File: config.mk
export PLATFORM = sky130hd
export DESIGN_NAME = twsp_timer
export DESIGN_NICKNAME = d
export VERILOG_FILES = /design/src/twsp_pkg.sv /design/src/twsp_timer.sv /design/src/twsp_pin_sync.sv
export SDC_FILE = /design/constraint.sdc
export NUM_CORES = 1
export LEC_CHECK = 0
export BUFFER_PORTS_ARGS = -buffer_cell sky130_fd_sc_hd__buf_2
export CORE_ASPECT_RATIO = 2
export CORE_UTILIZATION = 30
export CTS_BUF_LIST = sky130_fd_sc_hd__clkbuf_8
export DETAILED_ROUTE_END_ITERATION = 6
export RECOVER_POWER = 50
export SLEW_MARGIN = 20
export SYNTH_ARGS = -nofsm -noshare
export SYNTH_HDL_FRONTEND = slang
export SYNTH_SLANG_ARGS = --single-unit
File: constraint.sdc
create_clock -name mclk_i -period 3.6 [get_ports mclk_i]
set_clock_uncertainty 0.2 [all_clocks]
set_input_delay 0.18 -clock mclk_i [delete_from_list [all_inputs] [get_ports mclk_i]]
set_output_delay 0.18 -clock mclk_i [all_outputs]
set_load 0.02 [all_outputs]
File: src/twsp_pkg.sv
package twsp_pkg;

  // Phase clock: four oscillator periods (one per mclk) per instruction
  localparam logic [1:0] PHASE_ONE = 2'h0;
  localparam logic [1:0] PHASE_TWO = 2'h1;
  localparam logic [1:0] PHASE_FOUR = 2'h3;

  // Register file address of the count register
  localparam logic [4:0] TIMER_COUNT_ADDR = 5'h01;

  // Reset values
  localparam logic [7:0] CFG_RESET = 8'hFF;
  localparam logic [5:0] PORTC_DIR_RESET = 6'h3F;
  localparam logic [7:0] COUNT_RESET = 8'h00;

  // Instruction cycles without increment after a count write
  localparam logic [1:0] WRITE_HOLDOFF = 2'h2;

  // Timing configuration register layout, bit 7 down to bit 0
  typedef struct packed {
    logic wake_on_change_disable;
    logic weak_pullup_disable;
    logic clock_source_select;
    logic source_edge_select;
    logic prescaler_assign;
    logic [2:0] prescale_ratio;
  } twsp_cfg_t;

  // One CPU write to the count or configuration register
  typedef struct packed {
    logic wr;
    logic [7:0] data;
  } twsp_wr_t;

endpackage : twsp_pkg

File: src/twsp_timer.sv
// What this block does
// - Clock source select zero: count once per instruction cycle without prescaler.
// - After a count write, skip increments for the next two instruction cycles.
// - Clock source select one: count edges of the external count input.
// - Source edge select picks rising (zero) or falling (one) external edges.
// - Prescaler serves timer when assign bit zero, watchdog when one.
// - Timer prescale ratio spans 1:2 to 1:256 in powers of two.
// - One 8-bit counter, prescaler for timer or postscaler for watchdog.
// - Prescaler count can be neither read nor written by software.
// - Any count write clears the prescaler while it belongs to the timer.
// - Watchdog clear clears the prescaler while it belongs to the watchdog.
// - Reset forces the prescaler count to zero.
// - Prescaler output is sampled in phase two and phase four.
// - Count updates 4 to 6 oscillator periods after an input change.
// - Count register is 8-bit, readable and writable, kept over other resets.
`timescale 1ns/1ps
`default_nettype none
module twsp_timer
  import twsp_pkg::*;
(
  input wire logic mclk_i,
  input wire logic rst_n_i,
  input wire logic power_on_i,
  input wire twsp_wr_t count_wr_i,
  input wire twsp_wr_t cfg_wr_i,
  input wire logic portc_dir_wr_i,
  input wire logic [5:0] portc_dir_wdata_i,
  input wire logic watchdog_clear_op_i,
  input wire logic dog_timer_tick_i,
  input wire logic ext_count_input_i,
  output logic [7:0] timer_count_reg_o,
  output twsp_cfg_t cfg_o,
  output logic [5:0] portc_direction_o,
  output logic dog_timeout_o,
  output logic [1:0] phase_o
);

  logic [1:0] phase_q;
  logic [1:0] phase_d;
  logic instr_tick;
  logic ext_rise;
  logic ext_fall;
  logic ext_edge;
  logic pre_event;
  logic pre_carry;
  logic [7:0] pre_mask;
  logic [7:0] pre_q;
  logic [7:0] pre_d;
  logic pending_q;
  logic pending_d;
  logic sample;
  logic inc_evt;
  logic [7:0] count_q;
  logic [7:0] count_d;
  logic [1:0] hold_q;
  logic [1:0] hold_d;
  twsp_cfg_t cfg_q;
  twsp_cfg_t cfg_d;
  logic [5:0] dir_q;
  logic [5:0] dir_d;
  logic dog_out_q;
  logic dog_out_d;

  // Division mask: timer divides by twice the watchdog ratio
  function automatic logic [7:0] ratio_mask(input logic [2:0] ps, input logic to_dog);
    logic [8:0] m;
    m = 9'h000;
    if (to_dog)
    begin
      m = (9'h001 << ps) - 9'h001;
    end
    else
    begin
      m = (9'h002 << ps) - 9'h001;
    end
    return m[7:0];
  endfunction : ratio_mask

  twsp_pin_sync u_sync (
    .mclk_i(mclk_i),
    .rst_n_i(rst_n_i),
    .pin_i(ext_count_input_i),
    .rise_o(ext_rise),
    .fall_o(ext_fall)
  );

  // Phase counter, one oscillator period per phase
  always_comb
  begin
    phase_d = phase_q + 2'h1;
  end

  always_ff @(posedge mclk_i or negedge rst_n_i)
  begin
    if (!rst_n_i)
    begin
      phase_q <= PHASE_ONE;
    end
    else
    begin
      phase_q <= phase_d;
    end
  end

  assign instr_tick = (phase_q == PHASE_FOUR);
  assign sample = (phase_q == PHASE_TWO) || (phase_q == PHASE_FOUR);
  assign ext_edge = cfg_q.source_edge_select ? ext_fall : ext_rise;

  // Prescaler input: timer source when assigned there, else watchdog ticks
  always_comb
  begin
    if (cfg_q.prescaler_assign)
    begin
      pre_event = dog_timer_tick_i;
    end
    else if (cfg_q.clock_source_select)
    begin
      pre_event = ext_edge;
    end
    else
    begin
      pre_event = instr_tick;
    end
  end

  assign pre_mask = ratio_mask(cfg_q.prescale_ratio, cfg_q.prescaler_assign);
  assign pre_carry = pre_event && ((pre_q & pre_mask) == pre_mask);

  // Prescaler count: no read path exists, clears only as below
  always_comb
  begin
    pre_d = pre_q;
    if (pre_event)
    begin
      pre_d = pre_q + 8'h01;
    end
    if (count_wr_i.wr && !cfg_q.prescaler_assign)
    begin
      pre_d = 8'h00;
    end
    if (watchdog_clear_op_i && cfg_q.prescaler_assign)
    begin
      pre_d = 8'h00;
    end
  end

  always_ff @(posedge mclk_i or negedge rst_n_i)
  begin
    if (!rst_n_i)
    begin
      pre_q <= 8'h00;
    end
    else
    begin
      pre_q <= pre_d;
    end
  end

  // Watchdog postscaler output pulse, one cycle
  always_comb
  begin
    dog_out_d = cfg_q.prescaler_assign && pre_carry;
  end

  // Timer increments: internal ticks go straight, external ones wait for a sample
  always_comb
  begin
    pending_d = pending_q;
    inc_evt = 1'b0;
    // Internal source: with the prescaler on the dog, count every instruction tick
    if (!cfg_q.clock_source_select)
    begin
      pending_d = 1'b0;
      inc_evt = cfg_q.prescaler_assign ? instr_tick : pre_carry;
    end
    else
    begin
      if (sample)
      begin
        inc_evt = pending_q;
        pending_d = 1'b0;
      end
      // An edge landing on a sample slot is kept, not lost
      if (!cfg_q.prescaler_assign && pre_carry)
      begin
        pending_d = 1'b1;
      end
      else if (cfg_q.prescaler_assign && cfg_q.clock_source_select && ext_edge)
      begin
        pending_d = 1'b1;
      end
    end
  end

  always_ff @(posedge mclk_i or negedge rst_n_i)
  begin
    if (!rst_n_i)
    begin
      pending_q <= 1'b0;
      dog_out_q <= 1'b0;
    end
    else
    begin
      pending_q <= pending_d;
      dog_out_q <= dog_out_d;
    end
  end

  // Count register, write hold-off and wrap
  always_comb
  begin
    count_d = count_q;
    hold_d = hold_q;
    if (count_wr_i.wr)
    begin
      count_d = count_wr_i.data;
      hold_d = WRITE_HOLDOFF;
    end
    else
    begin
      if (inc_evt && hold_q == 2'h0)
      begin
        count_d = count_q + 8'h01;
      end
      if (instr_tick && hold_q != 2'h0)
      begin
        hold_d = hold_q - 2'h1;
      end
    end
  end

  // Count survives warm resets; only a power-on clears it to a known value
  always_ff @(posedge mclk_i)
  begin
    if (power_on_i)
    begin
      count_q <= COUNT_RESET;
    end
    else
    begin
      count_q <= count_d;
    end
  end

  always_ff @(posedge mclk_i or negedge rst_n_i)
  begin
    if (!rst_n_i)
    begin
      hold_q <= 2'h0;
    end
    else
    begin
      hold_q <= hold_d;
    end
  end

  // Write-only configuration and port direction registers
  always_comb
  begin
    cfg_d = cfg_wr_i.wr ? twsp_cfg_t'(cfg_wr_i.data) : cfg_q;
    dir_d = portc_dir_wr_i ? portc_dir_wdata_i : dir_q;
  end

  always_ff @(posedge mclk_i or negedge rst_n_i)
  begin
    if (!rst_n_i)
    begin
      cfg_q <= twsp_cfg_t'(CFG_RESET);
      dir_q <= PORTC_DIR_RESET;
    end
    else
    begin
      cfg_q <= cfg_d;
      dir_q <= dir_d;
    end
  end

  assign timer_count_reg_o = count_q;
  assign cfg_o = cfg_q;
  assign portc_direction_o = dir_q;
  assign dog_timeout_o = dog_out_q;
  assign phase_o = phase_q;

endmodule : twsp_timer
`default_nettype wire

File: src/twsp_pin_sync.sv
`timescale 1ns/1ps
`default_nettype none
// Three-stage synchroniser for the external count pin, with edge pulses
module twsp_pin_sync
  import twsp_pkg::*;
(
  input wire logic mclk_i,
  input wire logic rst_n_i,
  input wire logic pin_i,
  output logic rise_o,
  output logic fall_o
);

  logic s1_q;
  logic s2_q;
  logic s3_q;
  logic level_q;
  logic level_d;

  // A change counts only once stages two and three agree
  always_comb
  begin
    level_d = level_q;
    if (s2_q == s3_q)
    begin
      level_d = s3_q;
    end
  end

  // First stage is read by the second only, against metastability
  always_ff @(posedge mclk_i or negedge rst_n_i)
  begin
    if (!rst_n_i)
    begin
      s1_q <= 1'b0;
      s2_q <= 1'b0;
      s3_q <= 1'b0;
      level_q <= 1'b0;
    end
    else
    begin
      s1_q <= pin_i;
      s2_q <= s1_q;
      s3_q <= s2_q;
      level_q <= level_d;
    end
  end

  assign rise_o = level_d & ~level_q;
  assign fall_o = ~level_d & level_q;

endmodule : twsp_pin_sync
`default_nettype wire

==> flow_results.xml <==
<?xml version="1.0" encoding="UTF-8"?>
<metrics>
  <group name="outcome">
    <metric name="run_status" unit="">finished with violations</metric>
    <metric name="violations" unit="">max-capacitance violations, max-slew violations</metric>
  </group>
  <group name="hold_path">
    <metric name="hold_path_depth" unit="">4</metric>
    <metric name="hold_path.startpoint" unit="">count_wr_i[5]</metric>
    <metric name="hold_class" unit="">in2reg</metric>
    <metric name="hold-path-endpoint" unit="">timer_count_reg_o[5]</metric>
  </group>
  <group name="yosys">
    <metric name="syn_avg_cell_area" unit="sq um">9.98</metric>
    <metric name="synthDominantCellAreaShare" unit="%">19.6</metric>
    <metric name="synth.top_cells.by_area" unit="">dfrtp_1 20%, dfstp_2 16%, dfxtp_1 7.0%</metric>
    <metric name="yosys_warnings" unit="">0</metric>
    <metric name="synthesis.nets" unit="">269</metric>
    <metric name="synth.distinct_cells" unit="">58</metric>
    <metric name="postSynth.topFlopCell" unit="">dfrtp_1</metric>
    <metric name="ys_seq_area_share" unit="%">42.6</metric>
    <metric name="synthesis.instances" unit="">230</metric>
    <metric name="syn-cell-area" unit="sq um">2290</metric>
    <metric name="synth.ff_latch_count" unit="">40</metric>
    <metric name="edff_count_synth" unit="">0</metric>
    <metric name="asyncSetResetFlopFracSynth" unit="%">80.0</metric>
    <metric name="synth.largest_area_cell" unit="">dfrtp_1</metric>
  </group>
  <group name="timing">
    <metric name="number_of_hold_violations_in_the_final_report" unit="">0</metric>
    <metric name="setup_violations" unit="">0</metric>
    <metric name="min_period_over_period" unit="%">93.4</metric>
    <metric name="min_period" unit="ns">3.36</metric>
    <metric name="timing.final.ws_setup" unit="ns">0.237</metric>
    <metric name="total_negative_slack_for_setup_checks" unit="ns">0</metric>
    <metric name="timing.max_slew.rel_slack" unit="%">-12.3</metric>
    <metric name="slew_viol_final" unit="">33</metric>
    <metric name="fmax" unit="GHz">0.297</metric>
    <metric name="rsz_0062_raised_after_global_routing" unit="">false</metric>
    <metric name="tightest_slew" unit="ns">1.69</metric>
  </group>
  <group name="floorplanning">
    <metric name="die_w" unit="um">63.8</metric>
    <metric name="num_io_pins" unit="">56</metric>
    <metric name="starting_density_of_the_core" unit="%">31.3</metric>
    <metric name="placementRows" unit="">44</metric>
    <metric name="floorplan.core_area" unit="sq um">7320</metric>
    <metric name="die_area" unit="sq um">8020</metric>
    <metric name="die_height" unit="um">126</metric>
  </group>
  <group name="setup_path">
    <metric name="worst_r2r_startpoint" unit="">cfg_o[0]</metric>
    <metric name="worst_setup_path_startpoint" unit="">cfg_o[0]</metric>
    <metric name="cp.required" unit="ns">3.59</metric>
    <metric name="worst_r2r_endpoint" unit="">timer_count_reg_o[6]</metric>
    <metric name="critPathMaxFanout" unit="">10</metric>
    <metric name="startpoint_type" unit="">flop</metric>
    <metric name="timing.critical_path.slowest_stage_cell" unit="">dfstp_2</metric>
    <metric name="cp_data_arrival_time" unit="ns">3.35</metric>
    <metric name="rrSetupSlack" unit="ns">0.24</metric>
    <metric name="path_cells" unit="">inv_1 &gt; ha_1 &gt; nand2_1 &gt; ha_1 &gt; and4bb_2 &gt; o32ai_1 &gt; a31oi_1 &gt; nor2_1 &gt; o41ai_4 &gt; buf_4 &gt; and3_2 &gt; a2111oi_2</metric>
    <metric name="critical-path-max-stage-delay" unit="ns">0.55</metric>
    <metric name="worst-setup-path-type" unit="">reg2reg</metric>
    <metric name="worst_setup_path_end_kind" unit="">flop</metric>
    <metric name="path_common_cell" unit="">ha_1</metric>
    <metric name="worst_reg_to_reg_cells" unit="">12</metric>
  </group>
  <group name="global_routing">
    <metric name="maximum_number_of_pins_on_one_net_before_global_route_repair" unit="">33</metric>
    <metric name="globalRouteOverflowTotal" unit="">0</metric>
    <metric name="first_global_vias" unit="">2080</metric>
    <metric name="antenna_found_initial" unit="">0</metric>
    <metric name="grt_first_pass_wirelength" unit="um">9520</metric>
    <metric name="globalRouteTotalUtil" unit="%">15.3</metric>
  </group>
  <group name="final_layout">
    <metric name="nNetsFinal" unit="">349</metric>
    <metric name="syn2layout_area_growth" unit="%">29.9</metric>
    <metric name="final_core_utilization" unit="%">40.7</metric>
    <metric name="num_antenna_cells" unit="">0</metric>
    <metric name="layoutNonFillerInstCount" unit="">403</metric>
    <metric name="final_layout_size_suffix_gt1_share" unit="%">34.4</metric>
  </group>
  <group name="clock_tree">
    <metric name="tritoncts_clock_tree" unit="">done</metric>
    <metric name="clk-insertion-delay-late" unit="ns">0.30</metric>
    <metric name="max-clock-path-buffers" unit="">2</metric>
    <metric name="postCtsResizedCells" unit="">0</metric>
    <metric name="htree_num_levels" unit="">2</metric>
    <metric name="clkSlewWorstSetupHoldPaths" unit="ns">0.08</metric>
    <metric name="numClockSinks" unit="">40</metric>
    <metric name="cts_inserted_buffers" unit="">5</metric>
    <metric name="clock_tree.root_cell" unit="">clkbuf_8</metric>
  </group>
  <group name="run">
    <metric name="timing.max_cap.violations" unit="">1</metric>
  </group>
  <group name="routing">
    <metric name="vias_per_cell" unit="">4.90</metric>
    <metric name="postRouteAntennaNets" unit="">0</metric>
    <metric name="detailedRoute.firstPassIterationCount" unit="">4</metric>
    <metric name="via_count" unit="">1976</metric>
    <metric name="wirelength" unit="um">5660</metric>
    <metric name="route.detailed.drc" unit="">0</metric>
    <metric name="violation_count_after_the_first_detailed_routing_iteration" unit="">95</metric>
    <metric name="routed_wire_length_per_instance" unit="um">14.0</metric>
  </group>
  <group name="placed_design">
    <metric name="post_placement_worst_setup_slack" unit="ns">0.266</metric>
    <metric name="port_buffers" unit="">55</metric>
    <metric name="finalWeightedCongestion" unit="">0.780</metric>
    <metric name="dp.cells" unit="">372</metric>
    <metric name="hpwl" unit="um">4230</metric>
  </group>
  <group name="power_and_ir_drop">
    <metric name="report.power.total" unit="W">0.00110</metric>
    <metric name="total_leakage_power" unit="nW">1.33</metric>
    <metric name="power.ir.vdd_worst" unit="V">0.000222</metric>
    <metric name="power-per-cell-area" unit="nW/um^2">368</metric>
  </group>
</metrics>
[critical path, delay by kind of cell, from the launching register on]
kind / cells / cell delay, ns
AO/OA/AOI/OAI: 4 / 0.89
adder cells (fa/ha/maj): 2 / 0.57
buffers and inverters: 2 / 0.24
flip-flops: 1 / 0.55
AND/OR/NAND/NOR: 4 / 0.81
[report_power, final]
part | leakage (nW) | total (W) | internal (W) | switching (W)
clock | 0.0453 | 0.000292 | 0.000133 | 0.000160
sequential | 0.445 | 0.000527 | 0.000493 | 0.0000334
combinational | 0.839 | 0.000279 | 0.000126 | 0.000153
[repair_timing]
| action | 4_1_cts | 5_1_grt |
|---|---|---|
| setup buffers | 0 | 0 |
| endpoints found under the hold margin | 38 | 0 |
| hold buffers | 23 | 0 |
[worst max-delay path by stage]
stage                                end  slack, ns  cells past startpoint
floorplan           timer_count_reg_o[6]       0.22                     12
global placement    timer_count_reg_o[2]       0.36                     12
detailed placement  timer_count_reg_o[6]       0.27                     12
CTS                 timer_count_reg_o[6]       0.23                     12
global route        timer_count_reg_o[7]      0.003                     12
finish              timer_count_reg_o[6]       0.24                     12
[routing by layer]
layer | vias up | share of wire [%] | track usage, %
li1 | 975 | - | -
met1 | 969 | 36 | 14.6
met2 | 19 | 59 | 30.0
met3 | 13 | 1.4 | 1.99
met4 | 0 | 3.6 | 8.56
met5 | - | 0 | 0
[stage by stage]
step / hold slack (ns) / area [sq um]
global route: 0.0361 / 2980
floorplan: -0.316 / 2290
CTS: 0.00231 / 2980
detailed placement: 0.0719 / 2670
finish: 0.0145 / 2980
global placement: 0.0711 / 2670
[cells in the final DEF, fill, tap and decap left out, types with 7 or more instances in the layout]
cell / instances
mux2_2: 12
dlygate4sd3_1: 23
nand2_1: 18
nor2_1: 22
dfstp_2: 14
a21oi_1: 10
inv_1: 19
dfrtp_1: 18
buf_2: 53
and3_1: 7
ha_1: 8
dfxtp_1: 8
[sequential cells by signal (all words and copies together) (netlist names)]
register,count
u_sync.s2_q,1
hold_q,2
dog_timeout_o,1
phase_o,2
cfg_o,8
portc_direction_o,6
pending_q,1
u_sync.s3_q,1
u_sync.level_q,1
u_sync.s1_q,1
timer_count_reg_o,8
pre_q,8
[cells by family after synthesis]
group / synth area share, %
mux: 7.25
simple gates: 17.8
buf+inv: 5.45
flops: 42.6
compound gates: 18.6
xor+xnor: 3.43
fa+ha+maj: 4.80
[cells in the mapped netlist (2+ instances only)]
library cell	number
ha_1	8
and4_2	2
dfrtp_1	18
nor2b_1	4
nand2_1	18
o21ai_0	5
nor3_1	4
inv_1	18
and3_1	7
o31a_1	4
nor4_1	2
xor2_1	4
o21a_1	2
nand3_1	3
a211oi_1	5
a31oi_1	2
a2111oi_2	3
dfstp_2	14
nand4bb_1	2
o311a_1	2
clkbuf_1	4
nor2_1	22
dfxtp_1	8
xnor2_1	5
o22ai_1	2
mux2i_1	2
nor3b_1	2
buf_2	3
nand2b_1	2
a21bo_2	2
o211ai_1	3
mux2_2	12
a21oi_1	10
and3_2	2
[cell type report]
cell class | count | area, sq um
repair buffers | 83 | 541
clock buffers | 5 | 68.8
well taps | 92 | 115
fillers | 742 | 4340
flip-flops and latches | 40 | 978
multi-input cells | 161 | 1190
clock inverters | 3 | 16.3
inverters | 19 | 71.3
No activity file was read; power rests on OpenSTA's default activity.
